`src/brtc_pkg.sv`:
```
// Package: offsets, field positions, reset values and timing counts of the tuning block
package brtc_pkg;
    localparam int ADDR_W = 8;
    localparam logic [7:0] OFF_TUNE = 8'h40;
    localparam logic [7:0] OFF_RDSZ = 8'h60;
    localparam logic [7:0] OFF_IST = 8'h64;
    localparam logic [7:0] OFF_IMSK = 8'h68;
    localparam int B_MAL = 11;
    localparam int B_RDSZ = 12;
    localparam int B_FC = 15;
    localparam int B_RXP = 16;
    localparam int B_RLIM = 17;
    localparam int B_DDIS = 19;
    localparam int B_DSHORT = 20;
    localparam int B_CRS = 21;
    localparam int B_ORD = 23;
    localparam int B_CPL = 24;
    localparam logic [31:0] TUNE_RST = 32'h0120_0000;
    localparam logic [31:0] TUNE_WMASK = 32'h03FE_8000;
    localparam logic [31:0] RDSZ_RST = 32'h0000_0000;
    localparam logic [31:0] RDSZ_WMASK = 32'h0000_7800;
    localparam int IRQ_W = 4;
    localparam logic [3:0] IRQ_RST = 4'h0;
    localparam logic [1:0] PF_FULL = 2'h2;
    localparam logic [12:0] RD_ONE_DW = 13'h0004;
    localparam logic [12:0] RD_DEFAULT = 13'h0200;
    localparam logic [31:0] RLIM1 = 32'h0000_0100;
    localparam logic [31:0] RLIM2 = 32'h0001_0000;
    localparam logic [31:0] RLIM3 = 32'h8000_0000;
    localparam int TMR_W = 21;
    localparam int CLK_NS = 40;
    localparam int DISC_SHORT_CLKS = 64;
    localparam int DISC_MID_CLKS = 1024;
    localparam int DISC_LONG_CLKS = 32768;
    localparam int T_CRS0_NS = 25000;
    localparam int T_CRS1_NS = 500000;
    localparam int T_CRS2_NS = 5000000;
    localparam int T_CRS3_NS = 25000000;
    localparam int T_CPL0_NS = 50000;
    localparam int T_CPL1_NS = 10000000;
    localparam int T_CPL2_NS = 50000000;
    localparam int CRS0_CYC = T_CRS0_NS / CLK_NS;
    localparam int CRS1_CYC = T_CRS1_NS / CLK_NS;
    localparam int CRS2_CYC = T_CRS2_NS / CLK_NS;
    localparam int CRS3_CYC = T_CRS3_NS / CLK_NS;
    localparam int CPL0_CYC = T_CPL0_NS / CLK_NS;
    localparam int CPL1_CYC = T_CPL1_NS / CLK_NS;
    localparam int CPL2_CYC = T_CPL2_NS / CLK_NS;

    typedef struct packed {
        logic serr_en;
        logic sec_fast;
        logic pri_fast;
    } brtc_bctl_t;

    typedef struct packed {
        logic [1:0] pf_a;
        logic [1:0] pf_b;
        logic [1:0] pf_c;
    } brtc_pf_t;
endpackage : brtc_pkg

```
`src/brtc_ctl.sv`:
```
// Bridge tuning control registers with APB slave and the timers they steer
//
// The APB slave port was left to the implementer.
`timescale 1ns/1ns
`default_nettype none
module brtc_ctl #(
    parameter int CRS1_CYC = brtc_pkg::CRS1_CYC,
    parameter int CRS2_CYC = brtc_pkg::CRS2_CYC,
    parameter int CRS3_CYC = brtc_pkg::CRS3_CYC,
    parameter int CPL1_CYC = brtc_pkg::CPL1_CYC,
    parameter int CPL2_CYC = brtc_pkg::CPL2_CYC,
    parameter int DISC_LONG_CYC = brtc_pkg::DISC_LONG_CLKS,
    parameter logic [31:0] RLIM2 = brtc_pkg::RLIM2,
    parameter logic [31:0] RLIM3 = brtc_pkg::RLIM3
) (
    input wire logic pclk,
    input wire logic presetn,
    input wire logic [7:0] paddr,
    input wire logic psel,
    input wire logic penable,
    input wire logic pwrite,
    input wire logic [31:0] pwdata,
    output logic [31:0] prdata,
    output logic pready,
    output logic pslverr,
    output logic rx_pkt_chk_en,
    input wire logic rd_req,
    input wire brtc_pkg::brtc_pf_t rd_pf,
    input wire logic rd_addr_pf,
    output logic rd_len_vld,
    output logic [12:0] rd_len,
    input wire logic credit_free,
    output logic fc_update,
    input wire logic retry_term,
    input wire logic xact_done,
    output logic retry_abandon,
    input wire brtc_pkg::brtc_bctl_t bctl,
    input wire logic fwd_mode,
    input wire logic disc_start,
    input wire logic disc_done,
    output logic disc_expire,
    output logic disc_serr,
    input wire logic crs_start,
    input wire logic crs_done,
    output logic crs_timeout,
    input wire logic cpl_start,
    input wire logic cpl_done,
    output logic cpl_timeout,
    output logic dt_in_order,
    output logic irq
);
    localparam int TW = brtc_pkg::TMR_W;

    logic [31:0] tune_r;
    logic [31:0] rdsz_r;
    logic [3:0] ist_r;
    logic [3:0] imsk_r;
    logic [31:0] rcnt_r;
    logic fc_pend_r;
    logic acc;
    logic wr;
    logic full_pf;
    logic [2:0] rdsz_code;
    logic [1:0] rlim_code;
    logic [1:0] crs_code;
    logic [1:0] cpl_code;
    logic [31:0] rlim;
    logic [TW-1:0] disc_lim;
    logic [TW-1:0] crs_lim;
    logic [TW-1:0] cpl_lim;
    logic [3:0] ev;

    function automatic logic addr_hit(input logic [7:0] a);
        addr_hit = (a == brtc_pkg::OFF_TUNE) || (a == brtc_pkg::OFF_RDSZ) ||
                   (a == brtc_pkg::OFF_IST) || (a == brtc_pkg::OFF_IMSK);
    endfunction : addr_hit

    function automatic logic [12:0] rdsz_bytes(input logic [2:0] c);
        case (c)
            3'h1: rdsz_bytes = 13'h0080;
            3'h2: rdsz_bytes = 13'h0100;
            3'h4: rdsz_bytes = 13'h0400;
            3'h5: rdsz_bytes = 13'h0800;
            3'h6: rdsz_bytes = 13'h1000;
            default: rdsz_bytes = brtc_pkg::RD_DEFAULT;
        endcase
    endfunction : rdsz_bytes

    assign rdsz_code = rdsz_r[brtc_pkg::B_RDSZ +: 3];
    assign rlim_code = tune_r[brtc_pkg::B_RLIM +: 2];
    assign crs_code = tune_r[brtc_pkg::B_CRS +: 2];
    assign cpl_code = tune_r[brtc_pkg::B_CPL +: 2];
    assign acc = psel && penable && pready;
    assign wr = acc && pwrite && addr_hit(paddr);

    // APB: one cycle setup, answer in the first access cycle
    always_ff @(posedge pclk or negedge presetn) begin
        if (!presetn) begin
            pready <= 1'b0;
            pslverr <= 1'b0;
            prdata <= 32'h0000_0000;
        end else begin
            pready <= psel && !penable;
            pslverr <= psel && !penable && !addr_hit(paddr);
            if (psel && !penable && !pwrite) begin
                case (paddr)
                    brtc_pkg::OFF_TUNE: prdata <= tune_r;
                    brtc_pkg::OFF_RDSZ: prdata <= rdsz_r;
                    brtc_pkg::OFF_IST: prdata <= {28'h0, ist_r};
                    brtc_pkg::OFF_IMSK: prdata <= {28'h0, imsk_r};
                    default: prdata <= 32'h0000_0000;
                endcase
            end
        end
    end

    // Tuning fields; expiry bit set wins over write-one clear
    always_ff @(posedge pclk or negedge presetn) begin
        if (!presetn) begin
            tune_r <= brtc_pkg::TUNE_RST;
        end else begin
            if (wr && paddr == brtc_pkg::OFF_TUNE) begin
                tune_r <= (pwdata & brtc_pkg::TUNE_WMASK) |
                          (tune_r & ~brtc_pkg::TUNE_WMASK);
                if (pwdata[brtc_pkg::B_RXP]) begin
                    tune_r[brtc_pkg::B_RXP] <= 1'b0;
                end
            end
            if (retry_term && !xact_done && rlim != 32'h0 && rcnt_r + 32'h1 == rlim) begin
                tune_r[brtc_pkg::B_RXP] <= 1'b1;
            end
        end
    end

    always_ff @(posedge pclk or negedge presetn) begin
        if (!presetn) begin
            rdsz_r <= brtc_pkg::RDSZ_RST;
        end else if (wr && paddr == brtc_pkg::OFF_RDSZ) begin
            rdsz_r <= pwdata & brtc_pkg::RDSZ_WMASK;
        end
    end

    always_ff @(posedge pclk or negedge presetn) begin
        if (!presetn) begin
            rx_pkt_chk_en <= 1'b0;
            dt_in_order <= 1'b0;
        end else begin
            rx_pkt_chk_en <= rdsz_r[brtc_pkg::B_MAL];
            dt_in_order <= tune_r[brtc_pkg::B_ORD];
        end
    end

    assign full_pf = rd_addr_pf && rd_pf.pf_a == brtc_pkg::PF_FULL &&
                     rd_pf.pf_b == brtc_pkg::PF_FULL && rd_pf.pf_c == brtc_pkg::PF_FULL;

    always_ff @(posedge pclk or negedge presetn) begin
        if (!presetn) begin
            rd_len_vld <= 1'b0;
            rd_len <= brtc_pkg::RD_ONE_DW;
        end else begin
            rd_len_vld <= rd_req;
            if (rd_req) begin
                rd_len <= full_pf ? rdsz_bytes(rdsz_code) : brtc_pkg::RD_ONE_DW;
            end
        end
    end

    always_ff @(posedge pclk or negedge presetn) begin
        if (!presetn) begin
            fc_update <= 1'b0;
            fc_pend_r <= 1'b0;
        end else begin
            fc_update <= credit_free && (tune_r[brtc_pkg::B_FC] || fc_pend_r);
            if (credit_free) begin
                fc_pend_r <= !tune_r[brtc_pkg::B_FC] && !fc_pend_r;
            end
        end
    end

    always_comb begin
        case (rlim_code)
            2'h1: rlim = brtc_pkg::RLIM1;
            2'h2: rlim = RLIM2;
            2'h3: rlim = RLIM3;
            default: rlim = 32'h0000_0000;
        endcase
    end

    always_ff @(posedge pclk or negedge presetn) begin
        if (!presetn) begin
            rcnt_r <= 32'h0000_0000;
            retry_abandon <= 1'b0;
        end else begin
            retry_abandon <= 1'b0;
            if (xact_done) begin
                rcnt_r <= 32'h0000_0000;
            end else if (retry_term) begin
                if (rlim != 32'h0 && rcnt_r + 32'h1 == rlim) begin
                    rcnt_r <= 32'h0000_0000;
                    retry_abandon <= 1'b1;
                end else begin
                    rcnt_r <= rcnt_r + 32'h1;
                end
            end
        end
    end

    always_comb begin
        if (tune_r[brtc_pkg::B_DSHORT]) begin
            disc_lim = TW'(brtc_pkg::DISC_SHORT_CLKS);
        end else if (fwd_mode ? bctl.pri_fast : bctl.sec_fast) begin
            disc_lim = TW'(brtc_pkg::DISC_MID_CLKS);
        end else begin
            disc_lim = TW'(DISC_LONG_CYC);
        end
    end

    always_comb begin
        case (crs_code)
            2'h0: crs_lim = TW'(brtc_pkg::CRS0_CYC);
            2'h1: crs_lim = TW'(CRS1_CYC);
            2'h2: crs_lim = TW'(CRS2_CYC);
            default: crs_lim = TW'(CRS3_CYC);
        endcase
    end

    always_comb begin
        case (cpl_code)
            2'h0: cpl_lim = TW'(brtc_pkg::CPL0_CYC);
            2'h1: cpl_lim = TW'(CPL1_CYC);
            default: cpl_lim = TW'(CPL2_CYC);
        endcase
    end

    // discard timer runs while bit 19 clear
    brtc_tmr #(.W(TW)) u_disc (
        .pclk(pclk), .presetn(presetn), .start(disc_start), .stop(disc_done),
        .run_en(!tune_r[brtc_pkg::B_DDIS]), .limit(disc_lim), .busy(),
        .expire(disc_expire)
    );

    brtc_tmr #(.W(TW)) u_crs (
        .pclk(pclk), .presetn(presetn), .start(crs_start), .stop(crs_done),
        .run_en(1'b1), .limit(crs_lim), .busy(), .expire(crs_timeout)
    );

    // code 11 disables the completion timer
    brtc_tmr #(.W(TW)) u_cpl (
        .pclk(pclk), .presetn(presetn), .start(cpl_start), .stop(cpl_done),
        .run_en(cpl_code != 2'h3), .limit(cpl_lim), .busy(), .expire(cpl_timeout)
    );

    always_ff @(posedge pclk or negedge presetn) begin
        if (!presetn) begin
            disc_serr <= 1'b0;
        end else begin
            disc_serr <= disc_expire && bctl.serr_en;
        end
    end

    // Interrupt status: set wins over write-one clear
    assign ev = {cpl_timeout, crs_timeout, disc_expire, retry_abandon};

    always_ff @(posedge pclk or negedge presetn) begin
        if (!presetn) begin
            ist_r <= brtc_pkg::IRQ_RST;
            imsk_r <= brtc_pkg::IRQ_RST;
            irq <= 1'b0;
        end else begin
            if (wr && paddr == brtc_pkg::OFF_IST) begin
                ist_r <= (ist_r & ~pwdata[3:0]) | ev;
            end else begin
                ist_r <= ist_r | ev;
            end
            if (wr && paddr == brtc_pkg::OFF_IMSK) begin
                imsk_r <= pwdata[3:0];
            end
            irq <= |(ist_r & imsk_r);
        end
    end
endmodule : brtc_ctl
`default_nettype wire

```
`src/brtc_tmr.sv`:
```
// One-shot timer: counts cycles from start and pulses once at the limit
`timescale 1ns/1ns
`default_nettype none
module brtc_tmr #(
    parameter int W = 21
) (
    input wire logic pclk,
    input wire logic presetn,
    input wire logic start,
    input wire logic stop,
    input wire logic run_en,
    input wire logic [W-1:0] limit,
    output logic busy,
    output logic expire
);
    logic [W-1:0] cnt_r;
    logic hit;

    assign hit = (cnt_r == limit - W'(1));

    // Count while armed; a stop or disable drops the run
    always_ff @(posedge pclk or negedge presetn) begin
        if (!presetn) begin
            cnt_r <= '0;
            busy <= 1'b0;
        end else if (!run_en || stop) begin
            cnt_r <= '0;
            busy <= 1'b0;
        end else if (start) begin
            cnt_r <= '0;
            busy <= 1'b1;
        end else if (busy) begin
            cnt_r <= cnt_r + W'(1);
            busy <= !hit;
        end
    end

    always_ff @(posedge pclk or negedge presetn) begin
        if (!presetn) begin
            expire <= 1'b0;
        end else begin
            expire <= run_en && !stop && !start && busy && hit;
        end
    end
endmodule : brtc_tmr
`default_nettype wire

```
`config.mk`:
```
export PLATFORM = sky130hd
export DESIGN_NAME = brtc_ctl
export DESIGN_NICKNAME = d
export VERILOG_FILES = /design/src/brtc_pkg.sv /design/src/brtc_ctl.sv /design/src/brtc_tmr.sv
export SDC_FILE = /design/constraint.sdc
export NUM_CORES = 1
export LEC_CHECK = 0
export BUFFER_PORTS_ARGS = -buffer_cell sky130_fd_sc_hd__buf_2
export CAP_MARGIN = 25
export CORE_MARGIN = 5
export CORE_UTILIZATION = 40
export CTS_CLUSTER_DIAMETER = 40
export DETAILED_ROUTE_END_ITERATION = 8
export MAX_ROUTING_LAYER = met4
export PLACE_DENSITY = 0.7
export SLEW_MARGIN = 20
export SYNTH_ARGS = -nofsm -noshare
export SYNTH_HDL_FRONTEND = slang
export SYNTH_SLANG_ARGS = --single-unit
```
`constraint.sdc`:
```
create_clock -name pclk -period 5.4 [get_ports pclk]
set_clock_uncertainty 0.15 [all_clocks]
set_input_delay 0.27 -clock pclk [delete_from_list [all_inputs] [get_ports pclk]]
set_output_delay 0.27 -clock pclk [all_outputs]
set_load 0.005 [all_outputs]
```
; ---- After elaboration in Yosys (flattened, before gate mapping)
; Index checks and enable logic that the tools add are counted.
[totals]
regBits = 200
inputBits = 66
out_inout_bits = 57
word_cells = 164
[classes]
addsub = 7
eq_ne = 23
muxes = 37
bitwise_logic = 6
reduce_logical = 64
[ops]
columns = op, count
row1 = two-way mux 21 bit, 9
row2 = one-hot mux 32 bit (4 select lines), 1
row3 = two-way mux 32 bit, 3
row4 = one-hot mux 32 bit (3 select lines), 1
row5 = one-hot mux 13 bit (5 select lines), 1
row6 = "adder 21 x 1 -> 21 bit, second input constant", 3
row7 = == test 21 bit, 3
row8 = one-hot mux 20 bit (3 select lines), 1
row9 = one-hot mux 21 bit (2 select lines), 1
row10 = "adder 32 x 1 -> 32 bit, second input constant", 1
row11 = == test 32 bit, 1
row12 = "== test 8 x 7 -> 1 bit, second input constant", 4
row13 = logical AND 1 bit, 32
row14 = two-way mux 16 bit, 2
row15 = bitwise OR 26 x 32 -> 32 bit, 1
row16 = nonzero test 32 bit, 1
row17 = "subtractor 20 x 1 -> 21 bit, second input constant", 1
row18 = "subtractor 21 x 1 -> 21 bit, second input constant", 1
row19 = zero test 1 bit, 17
row20 = two-way mux 17 bit, 1
row21 = "subtractor 16 x 1 -> 17 bit, second input constant", 1
row22 = two-way mux 1 bit, 15
row23 = two-way mux 13 bit, 1
row24 = "== test 2 bit, second input constant", 6
row25 = other kinds (14), 29

; ---- Depth between registers and ports, before layout
[depth]
ltp_word = 9
ltp_mapped = 10
depth_no_buf = 10

; ---- Hierarchy
; Synthesis repeated with hierarchy kept, for this count alone.
[hier_totals]
hier_cells = 1156
hier_area_um2 = 10349.9
[modules_own_cells]
columns = module, instances, cells_per_inst, area_each_um2, seq_area_each_um2
row1 = brtc_tmr, 3, 219, 1844.3, 575.6
row2 = brtc_ctl, 1, 499, 4817.1, 2306.0

; ---- Worst setup path before layout
; OpenSTA, ideal clock, no wires.
[synth_timing]
path_type = reg2reg
start = reg rcnt_r[0]
end = reg rcnt_r[31]
arrival_ns = 2.520
t_required_ns = 5.114
slack_ns = 2.594
path_stages_with_launch = 10
n_path_buf = 1
period_less_slack_ns = 2.806
cell_sequence = dfrtp_1 > ha_1 > and4_1 > nand3_1 > clkbuf_1 > o31ai_1 > nand4_1 > or4_4 > nor4_4 > nor3_1
[synth_via]
elab_chain_cells = 6
[synth_rtl]
columns = element, line_no
row1 = start: declaration, brtc_ctl.sv:58  ; logic [31:0] rcnt_r;
row2 = start signal: assignment, brtc_ctl.sv:202  ; rcnt_r <= rcnt_r + 32'h1;
row3 = adder 32 x 1 -> 32 bit (*), "brtc_ctl.sv:198, brtc_ctl.sv:202"
row4 = == test 32 bit, brtc_ctl.sv:198  ; if (rlim != 32'h0 && rcnt_r + 32'h1 == rlim) begin
row5 = logical AND 1 bit, brtc_ctl.sv:198
row6 = two-way mux 32 bit (*), brtc_ctl.sv:198
row7 = two-way mux 32 bit (*), brtc_ctl.sv:197  ; end else if (retry_term) begin
row8 = two-way mux 32 bit (*), brtc_ctl.sv:195  ; if (xact_done) begin
; Mark *: on every way between the ends. The rest lies on a longest branch, timed or not. The select of a mux whose other input is x is not followed.
; A chain may end at the register's enable or synchronous reset.

; ---- Final worst setup path
; Ends and elaborated chain as after synthesis.

==> summary.md <==
* 161 — number of synthesized register bits
* 249 mW/mm^2 — PwrDens
* no — unrepaired setup endpoints after global routing
* rd_len[9] — worst hold endpoint
* simple AND/OR/NAND/NOR gates — dominant combinational cell family by area after synthesis
* 0 — number of pins exceeding their max-slew limit in the final report
* 0.407 — initial core utilization
* 0.0160 — adder-cell area share of the yosys netlist
* 5 — drt first pass iters
* 0.292 GHz — fmax
* built — clock tree from TritonCTS
* 0 — number of post-CTS setup repair buffers
* sky130_fd_sc_hd__dfrtp_1, sky130_fd_sc_hd__xor2_1, sky130_fd_sc_hd__nor2_1, sky130_fd_sc_hd__nand2_1, sky130_fd_sc_hd__nand4_1 — largest cells by area after synthesis
* 0 — final-report setup violation count
* register — critical path capture point type
* 161 — Clock Sinks
* 0.426 — worst rel slew slack
* 0.476 — utilization after layout
* 0.000142 V — worst IR drop on VDD
* 6940 — number of vias in the routed layout
* 0 — diode count
* 32500 um — global-route wire length before repair
* 53 — number of placement rows
* 2 — Clock Tree Buf Depth
* 113 — maximum number of pins on one net before global-route repair
* 0 — final hold violation count
* 16.9% — synth-to-layout area growth
* 0 — # resized after CTS
* 0 — Residual DRC
* 9.58 um^2 — Post-Syn Area per Cell
* 157 um — Die Y-Extent
* 157 um — overall die width
* 0 ns — final setup TNS
* rd_pf[1] — Worst Hold Launch
* 0.0205 ns — hold_ws
* 103 — port bufs
* 0.00917 mm^2 — placed instance area
* rcnt_r[0] — startpoint of the worst-slack reg-to-reg timing path
* 0.461 — area share of the leading cell type in the synthesized netlist
* 0 — number of enable-type register cells in the synthesized netlist
* 4 — CTS H-tree depth
* 0.165 — global router's overall resource usage
* 8 — worst reg-to-reg path cell count
* 0.0306 — share of cell area taken by muxes after synthesis
* 0 — Synthesis Warnings
* 19300 um — drt total wl
* 0.06 ns — CTS clk-pin slew, worst paths
* 13300 um — detailed-placement wirelength estimate
* 2.49 mW — Total Power Consumption
* 0.00859 mm^2 — post-synth design cell area
* 0.240 — Synth Area in Simple Gates
* sky130_fd_sc_hd__dfrtp_1 — area leader, netlist
* 1.97 ns — Reg2Reg Setup Slack
* 0.0245 mm^2 — die area
* 0.0211 mm^2 — core outline area
* 17 — Num CTS Buffers
* 0.0100 mm^2 — area of all placed cells without fillers
* rcnt_r[31] — worst flop-to-flop path endpoint
* 376 — initial detailed-routing violation count
* 15.0 um — post-detailed-route wirelength per cell
* sky130_fd_sc_hd__dfrtp_1 — most instantiated flip-flop cell in the synthesis netlist
* 5.40 — ratio of routed vias to standard cells
* 14 — worst-path maximum fanout
* 0.470 — sequential area share after synthesis
* 0.0893 — Post-Synth XOR/XNOR Area
* 73 — Distinct cells, synth
* 5.53 ns — required arrival time at the worst endpoint
* 0.42 ns — latest clock arrival within the worst-skew pair
* primary input to register — min-delay worst type
* 1.00 — Synth async-reset ratio
* 0.635 — period utilization
* 123 — number of top-level pins
* 3 — hold depth
* 0 — Post-DRT Antenna Nets
* 0.861 ns — Worst Tran Pin Value
* completed — result of the run
* 3.43 ns — minimum period implied by the final worst setup slack
* register — Worst Setup Start Kind
* 6621 — via count of the first global-routing pass
* 0.876 — final estimated routing congestion in global placement
* 0.106 — Compound-Gate Fraction of Synth Area
* register to register — critical path start-end classification
* 4.36 nW — reported leakage power
* 0.170 — proportion of layout cells with a drive suffix above 1
* 0 — number of max-capacitance violations reported
* 1073 — Total Nets Final
* 0 — number of antenna violations at the first check in global routing
* 3.55 ns — arrival time reported for the critical path endpoint
* sky130_fd_sc_hd__clkbuf_16 — CTS root buf
* 0 — final global-route overflow total
* 896 — number of instances in the synthesized netlist
==> layer usage <==
metal | GRT usage | wire length [um] | part of all wire
met1 | 0.224 | 8990 | 0.47
met3 | 0.0299 | 1150 | 0.059
met2 | 0.248 | 8640 | 0.45
met4 | 0.0628 | 505 | 0.026
met5 | - | 0 | 0
==> cell usage after synthesis (all sizes together) (3+ instances only) <==
cell type / instances
a21o: 5
xnor2: 29
nor3: 28
nor3b: 3
o31ai: 5
or3: 24
o211ai: 3
and3: 18
nor4b: 4
o32ai: 4
nand4: 44
mux2: 18
dfrtp: 158
a31oi: 5
mux2i: 6
nor2: 114
ha: 11
or4: 8
inv: 21
a22oi: 7
nand2b: 5
nand2: 72
a22o: 15
dfstp: 3
or2: 3
xor2: 56
nor4: 18
nand3: 32
o21ai: 30
nor2b: 6
buf: 35
and2: 8
a32o: 3
a21oi: 27
clkbuf: 26
a311oi: 3
and4: 7
==> worst max-delay path, cell delays in order, from the launching register on <==
cell and delay, ns:
sky130_fd_sc_hd__dfrtp_1 0.45, sky130_fd_sc_hd__ha_1 0.33, sky130_fd_sc_hd__and4_1 0.33, sky130_fd_sc_hd__nand3_1 0.40, sky130_fd_sc_hd__nor4b_1 0.52, sky130_fd_sc_hd__o21ai_0 0.16, sky130_fd_sc_hd__or3_1 0.43, sky130_fd_sc_hd__nor4_4 0.43
sky130_fd_sc_hd__nor3_1 0.09
==> worst max path at each step <==
stage	startpoint	to	slack, ns	depth (start not counted)
final	rcnt_r[0]	rcnt_r[31]	1.97	8
after global placement	rcnt_r[0]	rcnt_r[8]	2.13	8
after detailed placement	rcnt_r[0]	rcnt_r[8]	2.03	8
after CTS	rcnt_r[0]	rcnt_r[8]	1.97	8
after global routing	rcnt_r[0]	rcnt_r[8]	1.62	8
after floorplan	rcnt_r[0]	rcnt_r[31]	2.59	9
==> repair_timing <==
item | in CTS | in global routing
endpoints found under the setup margin | 0 | 0
hold buffers | 30 | 0
hold endpoints to repair | 144 | 0
==> cell usage in the layout (no fill, tap or decap), drive strengths merged, types with 6 or more instances in the layout <==
master and n:
nand4 44, clkinvlp 6, or4 8, mux2 18, buf 106, nand3 32, xor2 56, nor4 18
dlygate4sd3 30, a22oi 7, nand2 72, ha 11, o21ai 30, and3 18, clkbuf 19, or3 24
xnor2 29, and2 8, and4 7, dfrtp 158, a22o 15, nor2 114, conb 6, nor2b 6
nor3 28, a21oi 27, mux2i 6, inv 25
==> state kept, by name, indices dropped and copies added, names as in the netlist, 4 cells and up <==
name and count:
rdsz_r 4, ist_r 4, tune_r 11, prdata 20
u_disc.cnt_r 21, rd_len 7, u_cpl.cnt_r 21, rcnt_r 32
u_crs.cnt_r 21, imsk_r 4
==> power by group <==
part	internal (mW)	switching [mW]	total [mW]
clock network	0.640	0.505	1.14
registers	1.22	0.0133	1.23
logic	0.0495	0.0671	0.117
==> layout make-up <==
cell class	instances	area, um^2
fillers	1933	11100
well taps	275	344
multi-input cells	658	4160
repair buffers	137	855
flip-flops and latches	161	4030
inverters	21	78.8
clock buffers	18	429
clock inverters	14	133
==> through the flow <==
step                      worst slack (ns)  instances
after CTS                             1.97       1284
after global routing                  1.62       1284
final                                 1.97       1284
after detailed placement              2.03       1222
after floorplan                       2.59        901
after global placement                2.13       1222
==> logic make-up (layout without fill, tap and decap cells) <==
family | after synthesis | after routing
flops | 161 | 161
other cells | 1 | 6
fa+ha+maj | 11 | 11
buf+inv | 82 | 190
compound gates | 132 | 132
mux | 24 | 24
xor+xnor | 86 | 86
simple gates | 399 | 399
No activity file was read; power rests on OpenSTA's default activity.
